===== src/common/efom_cfg.svh =====
`ifndef EFOM_CFG_SVH
`define EFOM_CFG_SVH

// ----------------------------------------------------------------
// Register offsets (byte addresses, one word each)
// ----------------------------------------------------------------
`define EFOM_ERRSEL_OFS   8'h00
`define EFOM_ERRMAP_OFS   8'h04
`define EFOM_FBMODE_OFS   8'h08
`define EFOM_FUNCMAP_OFS  8'h0c
`define EFOM_THR1_OFS     8'h10
`define EFOM_THR2_OFS     8'h14
`define EFOM_THRDIR_OFS   8'h18
`define EFOM_ERRSTAT_OFS  8'h1c
`define EFOM_FUNCSTAT_OFS 8'h20
`define EFOM_IRQSTAT_OFS  8'h24
`define EFOM_IRQCLR_OFS   8'h28
`define EFOM_IRQEN_OFS    8'h2c
`define EFOM_CHSTAT_OFS   8'h30

// ----------------------------------------------------------------
// Error source bits
// ----------------------------------------------------------------
`define EFOM_E_CMDBRK 0
`define EFOM_E_SC1    1
`define EFOM_E_SC2    2
`define EFOM_E_OPEN1  3
`define EFOM_E_OPEN2  4
`define EFOM_E_DEV    5
`define EFOM_E_THR    6
`define EFOM_CH1_MASK 7'h6b
`define EFOM_CH2_MASK 7'h75

// ----------------------------------------------------------------
// Function flag bits and routing field
// ----------------------------------------------------------------
`define EFOM_F_SOL1  0
`define EFOM_F_SOL2  1
`define EFOM_F_READY 2
`define EFOM_F_CMD2  3
`define EFOM_F_THR1  4
`define EFOM_F_THR2  5
`define EFOM_F_CTL2  6
`define EFOM_MAP_USED 3

// ----------------------------------------------------------------
// Reset values and fallback arithmetic
// ----------------------------------------------------------------
`define EFOM_ERRSEL_RST  7'h7f
`define EFOM_ERRMAP_RST  4'h0
`define EFOM_FUNCMAP_RST 28'h0000000
`define EFOM_THR_RST     16'h8000
`define EFOM_THRDIR_RST  2'h3
`define EFOM_IRQEN_RST   7'h00
`define EFOM_MID_NUM     18'h00002
`define EFOM_MID_DEN     18'h00003

`endif


===== src/common/efom_pkg.sv =====
package efom_pkg;

   typedef logic [15:0] efom_amp_t;
   typedef logic [6:0]  efom_err_t;
   typedef logic [3:0]  efom_map_t;

   typedef enum logic [1:0] {
      FB_OFF,
      FB_SOL1,
      FB_SOL2,
      FB_BOTH
   } efom_fb_t;

   typedef struct packed {
      logic      open;
      logic      short_cct;
      logic      use_other;
      efom_amp_t drive;
      efom_amp_t imin;
      efom_amp_t imax;
   } efom_coil_t;

endpackage


===== src/hdl/efom_thresh.sv =====
`timescale 1ns/1ps

// ----------------------------------------------------------------
// Switching threshold comparator
// ----------------------------------------------------------------
module efom_thresh (
   input  wire efom_pkg::efom_amp_t sig_i,
   input  wire efom_pkg::efom_amp_t level_i,
   input  wire logic                rise_i,
   output logic                     beyond_o
);

   wire above;
   wire below;

   assign above    = sig_i > level_i;
   assign below    = sig_i < level_i;
   assign beyond_o = rise_i ? above : below;

endmodule


===== src/hdl/efom_top.sv =====
`timescale 1ns/1ps
`include "efom_cfg.svh"

// ----------------------------------------------------------------
// Summary of operation
// - Cable breaks on command input, coil 1 and coil 2 are three error sources.
// - Short circuits on coil 1 and coil 2 are separate error sources.
// - Supply and fieldbus faults merge into one device error source.
// - A switching-threshold error is a further routable error source.
// - Error output goes active while any masked-in error is active.
// - An unassigned error output drives no pin.
// - Cable break applies the chosen fallback: off, coil 1, coil 2 or both.
// - A short circuit on either coil switches both coils off.
// - A fallback-driven coil gets imin plus two thirds of imax minus imin.
// - Live state of every error source is readable by software.
// - Each channel shows error while any of its errors is present, else ready.
// - Function flags route to own outputs; unassigned ones drive nothing.
// - Coil-active flag is set while that coil's output current is nonzero.
// - Second-command flag is set while command value two is selected.
// - Threshold flags are set while the signal is beyond level in set direction.
// - Control-swap flag is set while a channel uses another channel's value.
// ----------------------------------------------------------------
module efom_top #(
   parameter int N_DOUT = 8
) (
   input  wire logic                 clk_i,
   input  wire logic                 nrst_i,
   input  wire logic [7:0]           wb_adr_i,
   input  wire logic [31:0]          wb_dat_i,
   input  wire logic [3:0]           wb_sel_i,
   input  wire logic                 wb_we_i,
   input  wire logic                 wb_cyc_i,
   input  wire logic                 wb_stb_i,
   output logic [31:0]               wb_dat_o,
   output logic                      wb_ack_o,
   input  wire logic                 cmd_break_i,
   input  wire efom_pkg::efom_coil_t coil1_i,
   input  wire efom_pkg::efom_coil_t coil2_i,
   input  wire logic                 supply_fault_i,
   input  wire logic                 bus_fault_i,
   input  wire logic                 thr_err_i,
   input  wire logic                 cmd2_sel_i,
   input  wire efom_pkg::efom_amp_t  thr_sig1_i,
   input  wire efom_pkg::efom_amp_t  thr_sig2_i,
   output efom_pkg::efom_amp_t       coil1_cur_o,
   output efom_pkg::efom_amp_t       coil2_cur_o,
   output logic                      fallback_o,
   output logic [1:0]                ch_err_o,
   output logic [1:0]                ch_rdy_o,
   output logic [N_DOUT-1:0]         dout_o,
   output logic                      irq_o
);

   generate
      if (N_DOUT < 1 || N_DOUT > 8) begin : g_bad_width
         $error("N_DOUT must lie between 1 and 8");
      end
   endgenerate

   // ----------------------------------------------------------------
   // Helpers
   // ----------------------------------------------------------------
   function automatic logic [31:0] merge(input logic [31:0] old_v,
                                         input logic [31:0] new_v,
                                         input logic [3:0]  sel);
      merge = old_v;
      for (int b = 0; b < 4; b++) begin
         if (sel[b]) begin
            merge[b*8 +: 8] = new_v[b*8 +: 8];
         end
      end
   endfunction

   function automatic logic [7:0] route(input efom_pkg::efom_map_t m,
                                        input logic               act);
      route = 8'h00;
      if (m[`EFOM_MAP_USED] && act) begin
         route[m[2:0]] = 1'b1;
      end
   endfunction

   // The span is widened so that doubling it cannot overflow.
   function automatic efom_pkg::efom_amp_t mid_cur(input efom_pkg::efom_amp_t lo,
                                                   input efom_pkg::efom_amp_t hi);
      logic [17:0] span;
      span = 18'h00000;
      if (hi > lo) begin
         span = {2'b00, hi - lo};
      end
      span = (span * `EFOM_MID_NUM) / `EFOM_MID_DEN;
      mid_cur = lo + span[15:0];
   endfunction

   // ----------------------------------------------------------------
   // Registers
   // ----------------------------------------------------------------
   efom_pkg::efom_err_t errsel;
   efom_pkg::efom_map_t errmap;
   efom_pkg::efom_fb_t  fbmode;
   logic [27:0]         funcmap;
   efom_pkg::efom_amp_t thr1;
   efom_pkg::efom_amp_t thr2;
   logic [1:0]          thrdir;
   efom_pkg::efom_err_t errstat;
   efom_pkg::efom_err_t funcstat;
   efom_pkg::efom_err_t irqstat;
   efom_pkg::efom_err_t irqen;

   // ----------------------------------------------------------------
   // Bus slave
   // ----------------------------------------------------------------
   wire        bus_req;
   wire        wr;
   wire [31:0] rd_word;
   wire        hit_errsel;
   wire        hit_errmap;
   wire        hit_fbmode;
   wire        hit_funcmap;
   wire        hit_thr1;
   wire        hit_thr2;
   wire        hit_thrdir;
   wire        hit_irqclr;
   wire        hit_irqen;

   assign bus_req     = wb_cyc_i & wb_stb_i & ~wb_ack_o;
   assign wr          = bus_req & wb_we_i;
   assign hit_errsel  = wb_adr_i == `EFOM_ERRSEL_OFS;
   assign hit_errmap  = wb_adr_i == `EFOM_ERRMAP_OFS;
   assign hit_fbmode  = wb_adr_i == `EFOM_FBMODE_OFS;
   assign hit_funcmap = wb_adr_i == `EFOM_FUNCMAP_OFS;
   assign hit_thr1    = wb_adr_i == `EFOM_THR1_OFS;
   assign hit_thr2    = wb_adr_i == `EFOM_THR2_OFS;
   assign hit_thrdir  = wb_adr_i == `EFOM_THRDIR_OFS;
   assign hit_irqclr  = wb_adr_i == `EFOM_IRQCLR_OFS;
   assign hit_irqen   = wb_adr_i == `EFOM_IRQEN_OFS;

   // Unmapped and write-only addresses read as zero.
   assign rd_word =
      hit_errsel                        ? {25'h0, errsel}       :
      hit_errmap                        ? {28'h0, errmap}       :
      hit_fbmode                        ? {30'h0, fbmode}       :
      hit_funcmap                       ? {4'h0, funcmap}       :
      hit_thr1                          ? {16'h0, thr1}         :
      hit_thr2                          ? {16'h0, thr2}         :
      hit_thrdir                        ? {30'h0, thrdir}       :
      hit_irqen                         ? {25'h0, irqen}        :
      wb_adr_i == `EFOM_ERRSTAT_OFS     ? {25'h0, errstat}      :
      wb_adr_i == `EFOM_FUNCSTAT_OFS    ? {25'h0, funcstat}     :
      wb_adr_i == `EFOM_IRQSTAT_OFS     ? {25'h0, irqstat}      :
      wb_adr_i == `EFOM_CHSTAT_OFS      ? {27'h0, fallback_o, ch_rdy_o, ch_err_o} :
      32'h00000000;

   always_ff @(posedge clk_i) begin
      if (!nrst_i) begin
         wb_ack_o <= 1'b0;
         wb_dat_o <= 32'h00000000;
      end else begin
         wb_ack_o <= bus_req;
         wb_dat_o <= bus_req ? rd_word : 32'h00000000;
      end
   end

   wire [31:0] wv_errsel;
   wire [31:0] wv_errmap;
   wire [31:0] wv_fbmode;
   wire [31:0] wv_funcmap;
   wire [31:0] wv_thr1;
   wire [31:0] wv_thr2;
   wire [31:0] wv_thrdir;
   wire [31:0] wv_irqen;
   wire [31:0] wv_irqclr;

   assign wv_errsel  = merge({25'h0, errsel}, wb_dat_i, wb_sel_i);
   assign wv_errmap  = merge({28'h0, errmap}, wb_dat_i, wb_sel_i);
   assign wv_fbmode  = merge({30'h0, fbmode}, wb_dat_i, wb_sel_i);
   assign wv_funcmap = merge({4'h0, funcmap}, wb_dat_i, wb_sel_i);
   assign wv_thr1    = merge({16'h0, thr1}, wb_dat_i, wb_sel_i);
   assign wv_thr2    = merge({16'h0, thr2}, wb_dat_i, wb_sel_i);
   assign wv_thrdir  = merge({30'h0, thrdir}, wb_dat_i, wb_sel_i);
   assign wv_irqen   = merge({25'h0, irqen}, wb_dat_i, wb_sel_i);
   assign wv_irqclr  = merge(32'h00000000, wb_dat_i, wb_sel_i);

   always_ff @(posedge clk_i) begin
      if (!nrst_i) begin
         errsel  <= `EFOM_ERRSEL_RST;
         errmap  <= `EFOM_ERRMAP_RST;
         fbmode  <= efom_pkg::FB_OFF;
         funcmap <= `EFOM_FUNCMAP_RST;
         thr1    <= `EFOM_THR_RST;
         thr2    <= `EFOM_THR_RST;
         thrdir  <= `EFOM_THRDIR_RST;
         irqen   <= `EFOM_IRQEN_RST;
      end else if (wr) begin
         if (hit_errsel)  errsel  <= wv_errsel[6:0];
         if (hit_errmap)  errmap  <= wv_errmap[3:0];
         if (hit_fbmode)  fbmode  <= efom_pkg::efom_fb_t'(wv_fbmode[1:0]);
         if (hit_funcmap) funcmap <= wv_funcmap[27:0];
         if (hit_thr1)    thr1    <= wv_thr1[15:0];
         if (hit_thr2)    thr2    <= wv_thr2[15:0];
         if (hit_thrdir)  thrdir  <= wv_thrdir[1:0];
         if (hit_irqen)   irqen   <= wv_irqen[6:0];
      end
   end

   // ----------------------------------------------------------------
   // Error collection
   // ----------------------------------------------------------------
   efom_pkg::efom_err_t err_live;
   wire                 brk;
   wire                 sc;

   always_comb begin
      err_live                = 7'h00;
      err_live[`EFOM_E_CMDBRK] = cmd_break_i;
      err_live[`EFOM_E_OPEN1]  = coil1_i.open;
      err_live[`EFOM_E_OPEN2]  = coil2_i.open;
      err_live[`EFOM_E_SC1]    = coil1_i.short_cct;
      err_live[`EFOM_E_SC2]    = coil2_i.short_cct;
      err_live[`EFOM_E_DEV]    = supply_fault_i | bus_fault_i;
      err_live[`EFOM_E_THR]    = thr_err_i;
   end

   assign brk = err_live[`EFOM_E_CMDBRK] | err_live[`EFOM_E_OPEN1] | err_live[`EFOM_E_OPEN2];
   assign sc  = err_live[`EFOM_E_SC1] | err_live[`EFOM_E_SC2];

   // ----------------------------------------------------------------
   // Fallback drive
   // ----------------------------------------------------------------
   efom_pkg::efom_amp_t mid1;
   efom_pkg::efom_amp_t mid2;
   efom_pkg::efom_amp_t next_cur1;
   efom_pkg::efom_amp_t next_cur2;
   wire                 fb_on1;
   wire                 fb_on2;

   assign mid1   = mid_cur(coil1_i.imin, coil1_i.imax);
   assign mid2   = mid_cur(coil2_i.imin, coil2_i.imax);
   assign fb_on1 = fbmode == efom_pkg::FB_SOL1 || fbmode == efom_pkg::FB_BOTH;
   assign fb_on2 = fbmode == efom_pkg::FB_SOL2 || fbmode == efom_pkg::FB_BOTH;

   // A short overrides every cable-break choice, since driving a shorted coil is unsafe.
   assign next_cur1 = sc  ? 16'h0000 :
                      brk ? (fb_on1 ? mid1 : 16'h0000) :
                      coil1_i.drive;
   assign next_cur2 = sc  ? 16'h0000 :
                      brk ? (fb_on2 ? mid2 : 16'h0000) :
                      coil2_i.drive;

   // ----------------------------------------------------------------
   // Function flags
   // ----------------------------------------------------------------
   efom_pkg::efom_err_t next_func;
   wire                 beyond1;
   wire                 beyond2;

   efom_thresh u_thr1 (
      .sig_i    (thr_sig1_i),
      .level_i  (thr1),
      .rise_i   (thrdir[0]),
      .beyond_o (beyond1)
   );

   efom_thresh u_thr2 (
      .sig_i    (thr_sig2_i),
      .level_i  (thr2),
      .rise_i   (thrdir[1]),
      .beyond_o (beyond2)
   );

   always_comb begin
      next_func                = 7'h00;
      next_func[`EFOM_F_SOL1]  = next_cur1 != 16'h0000;
      next_func[`EFOM_F_SOL2]  = next_cur2 != 16'h0000;
      next_func[`EFOM_F_READY] = err_live == 7'h00;
      next_func[`EFOM_F_CMD2]  = cmd2_sel_i;
      next_func[`EFOM_F_THR1]  = beyond1;
      next_func[`EFOM_F_THR2]  = beyond2;
      next_func[`EFOM_F_CTL2]  = coil1_i.use_other | coil2_i.use_other;
   end

   // ----------------------------------------------------------------
   // Output routing
   // ----------------------------------------------------------------
   wire        err_hit;
   logic [7:0] next_route;

   assign err_hit = |(err_live & errsel);

   // An index at or above N_DOUT selects no pin.
   always_comb begin
      next_route = route(errmap, err_hit);
      for (int k = 0; k < 7; k++) begin
         next_route = next_route | route(funcmap[k*4 +: 4], next_func[k]);
      end
   end

   always_ff @(posedge clk_i) begin
      if (!nrst_i) begin
         coil1_cur_o <= 16'h0000;
         coil2_cur_o <= 16'h0000;
         fallback_o  <= 1'b0;
         ch_err_o    <= 2'b00;
         ch_rdy_o    <= 2'b11;
         dout_o      <= '0;
         errstat     <= 7'h00;
         funcstat    <= 7'h00;
      end else begin
         coil1_cur_o <= next_cur1;
         coil2_cur_o <= next_cur2;
         fallback_o  <= brk | sc;
         ch_err_o[0] <= |(err_live & `EFOM_CH1_MASK);
         ch_err_o[1] <= |(err_live & `EFOM_CH2_MASK);
         ch_rdy_o[0] <= ~|(err_live & `EFOM_CH1_MASK);
         ch_rdy_o[1] <= ~|(err_live & `EFOM_CH2_MASK);
         dout_o      <= next_route[N_DOUT-1:0];
         errstat     <= err_live;
         funcstat    <= next_func;
      end
   end

   // ----------------------------------------------------------------
   // Interrupts
   // ----------------------------------------------------------------
   efom_pkg::efom_err_t rise;
   efom_pkg::efom_err_t clr;

   assign rise  = err_live & ~errstat;
   assign clr   = (wr && hit_irqclr) ? wv_irqclr[6:0] : 7'h00;
   assign irq_o = |(irqstat & irqen);

   // A new event in the cycle of its clear keeps the bit set.
   always_ff @(posedge clk_i) begin
      if (!nrst_i) begin
         irqstat <= 7'h00;
      end else begin
         irqstat <= (irqstat & ~clr) | rise;
      end
   end
endmodule


===== config.mk =====
export PLATFORM = sky130hd
export DESIGN_NAME = efom_top
export DESIGN_NICKNAME = d
export VERILOG_FILES = /design/src/common/efom_pkg.sv /design/src/hdl/efom_thresh.sv /design/src/hdl/efom_top.sv
export VERILOG_INCLUDE_DIRS = /design/src /design/src/common
export SDC_FILE = /design/constraint.sdc
export NUM_CORES = 1
export LEC_CHECK = 0
export ABC_AREA = 1
export BUFFER_PORTS_ARGS = -buffer_cell sky130_fd_sc_hd__buf_2
export CAP_MARGIN = 20
export CORE_UTILIZATION = 55
export CTS_CLUSTER_SIZE = 10
export DETAILED_ROUTE_END_ITERATION = 12
export PLACE_DENSITY = 0.8
export SLEW_MARGIN = 10
export SYNTH_ARGS = -nofsm -noshare
export SYNTH_HDL_FRONTEND = slang
export SYNTH_SLANG_ARGS = --single-unit

===== constraint.sdc =====
create_clock -name clk_i -period 11.85 [get_ports clk_i]
set_clock_uncertainty 0.05 [all_clocks]
set_input_delay 0.5925 -clock clk_i [delete_from_list [all_inputs] [get_ports clk_i]]
set_output_delay 0.5925 -clock clk_i [all_outputs]
set_load 0.03 [all_outputs]

==> impl_results.md <==
- Status: finished, final reports clean
- Avg Inst Size Synth: 6.45 µm²
- Core box area: approximately 23000 µm²
- Worst-path clk slew: 0.08 ns
- Cells after Synth: slightly below 2000
- P per Cell Area: roughly 140 nW/µm²
- Slowest stage delay, CP: 0.43 ns
- Max Slew Vio Count: 0
- Fmax: 0.0950 GHz
- Initial DRT Pass Iterations: 5
- Starting density of the core: 0.562
- Hold Fails Final Rpt: 0
- Vias in the first global route: 13049
- Vias: 13684
- TritonCTS Buffers: 17
- RSZ-0062 raised after global routing: false
- Critical path arrival: 10.80 ns
- Top post-synthesis cells by count: nand2_1 (377), inv_1 (349), nor2_1 (243)
- Final core occ: 0.657
- Clk sinks: 177
- Postcts setup bufs: 0
- Family with the most delay on the worst path: simple AND/OR/NAND/NOR gates
- Reg-to-reg startpoint: fbmode[0]
- Final critical-path share of the clock period: 0.888
- Post-Place Setup Slack: 1.18 ns
- Htree depth: 4
- Largest fanout on the critical path: 10
- Max VDD drop: 0.143 mV
- Count leader, synth: nand2_1
- Synth area leader: dfxtp_1
- R2R Setup Slk: 8.64 ns
- WS Path Type: in2reg
- Placer Congestion: 0.929
- Top cells by area, synth: dfxtp_1 (28%), nand2_1 (11%), inv_1 (10%)
- Die Ht: 154 µm
- Yosys cell types: 61
- PortBufs: 258
- Hold depth: 3
- CP bufs+invs: 13
- Routed Antenna Nets: 0
- Share of cells above drive strength 1: 0.174
- DIE AREA: roughly 24000 µm²
- Hold buffers post-CTS: 0
- Syn Std Cell Area: 12700 µm²
- Via/cell ratio: around 5.4
- Overall routing resource usage: 0.320
- Hold endpoint: funcmap[24]
- Cells on worst reg2reg path: 14
- CP Capture Type: flip-flop
- Slowest stage cell, crit path: fa_1
- Largest net degree at the start of global routing: between 100 and 150
- Final Setup Violations: 0
- Worst Setup Start Kind: primary input
- Smallest hold slack: 0.381 ns
- DRC violation total after the first TritonRoute iteration: between 700 and 800
- Bufs on Longest Clock Path: 2
- Synth Flop Type: dfxtp_1
- Slew at the pin with the worst max-slew slack: ~1.1 ns
- Chip Width: 154 µm
- Cell area after layout: 14900 µm²
- Critical Path RT: 12.12 ns
- Setup_tns: 0 ns
- # resized after CTS: 0
- Initial antenna violation count: 1
- Top Ports: between 200 and 300
- Async SR Flop Fraction: 0
- Clock Latency Late Sink: 0.44 ns
- Routed length per instance: 15.1 µm
- First-pass GRT wire length: 61.4 mm
- Yosys warning count: 0
- Fin nets: 2504
- Placed instance area: 14200 µm²
- Count of state elements after synthesis: 177
- Reg-to-Reg End: dout_o[6]
- Critical path startpoint: coil1_i[0]
- Drt drc: 0
- # rows: 55
- Hold_sp: wb_dat_i[24]
- Hpwl dp: 30.5 mm
- Layout area overhead: 17.0%
- Layout fillers: a little over 2000
- Min cycle time layout: 10.53 ns
- ANT cells: 0
- Post-synth EDFFs: 0
- Max cap viols: 0
- Relative slew slack: 0.296
- CTS tree: done
- CP most frequent cell: nand2_1
- Worst Hold Class: in2reg
- Root Driver: clkbuf_16
- Leakage: 7.52 nW
- Global route total overflow: 0
- Post-synth top area share: 0.279
- Drt total wl: between 30 and 40 mm
- Register area share after synthesis: 0.279
- Post-route setup slack: ~1.3 ns
layout make-up:
cell class	instances	area, µm²	area share
Multi-Input combinational cell	1385	7610	0.512
Clock inverter	15	210	0.0141
Inverter	374	1410	0.0951
Clock buffer	17	425	0.0286
Sequential cell	177	3540	0.238
Timing Repair Buffer	261	1310	0.0883
Tap cell	285	357	0.0240
registers in the layout (all words and copies together), names as in the netlist, 8 cells and up:
signal and cells:
dout_o 8, thr1 16, thr2 16, coil2_cur_o 16
wb_dat_o 28, coil1_cur_o 16, funcmap 28
power by group:
| part | leakage [nW] | internal (mW) | total, mW | switching (mW) |
|---|---|---|---|---|
| sequential | 1.43 | 0.601 | 0.606 | 0.00446 |
| clock | 0.306 | 0.308 | 0.595 | 0.287 |
| combinational | 5.79 | 0.332 | 0.933 | 0.602 |
| total | 7.52 | 1.24 | 2.13 | 0.893 |
stage by stage:
step / instances / power, mW
floorplan: 1975 / 1.34
global placement: 2482 / 1.50
detailed placement: 2482 / 1.54
CTS: 2514 / 2.13
global route: 2514 / 2.30
finish: 2514 / 2.13
layer usage:
| metal | GRT usage | vias up | part of all wire |
|---|---|---|---|
| met5 | 0 | - | 0.00034 |
| met4 | 0.141 | 2 | 0.039 |
| met3 | 0.0552 | 103 | 0.067 |
| met2 | 0.561 | 523 | 0.47 |
| met1 | 0.383 | 6127 | 0.43 |
| li1 | - | 6929 | - |
layout by cell type (no fill, tap or decap), types with 10 or more instances in the layout:
master,instances
nor3_1,29
nand3_1,97
ha_1,96
nand4_1,25
o21ai_1,14
dfxtp_1,177
clkbuf_16,17
o21ai_0,130
xnor2_1,10
nand2_1,377
a31oi_1,10
nor2_1,242
nand3_2,10
inv_1,349
o22ai_1,18
o211ai_1,10
inv_2,18
a211oi_1,11
buf_2,258
o31ai_1,13
a221oi_1,13
o21ai_2,13
nor4_1,23
nand2_2,26
a21oi_1,129
kinds of logic after synthesis:
kind of cell / count (synthesis) / synth area share
and+or+nand+nor: 857 / 0.294
buffers and inverters: 413 / 0.124
AOI/OAI and AO/OA: 406 / 0.190
DFF: 177 / 0.279
adders and majority gates: 100 / 0.101
xor gates and xnor gates: 18 / 0.0124
other: 1 / 0.000295
how the worst max path moves through the flow:
stage                      endpoint  cells past startpoint
final                     dout_o[0]                     88
after global routing      dout_o[0]                     90
after CTS                 dout_o[0]                     90
after detailed placement  dout_o[2]                     90
after global placement    dout_o[0]                     90
after floorplan           dout_o[0]                     87
tightest hold or removal path, delay by kind of cell:
family          cells  cell delay, ns
compound gates      2            0.17
buf+inv             1            0.07
Power figures use the tool's default switching activity.
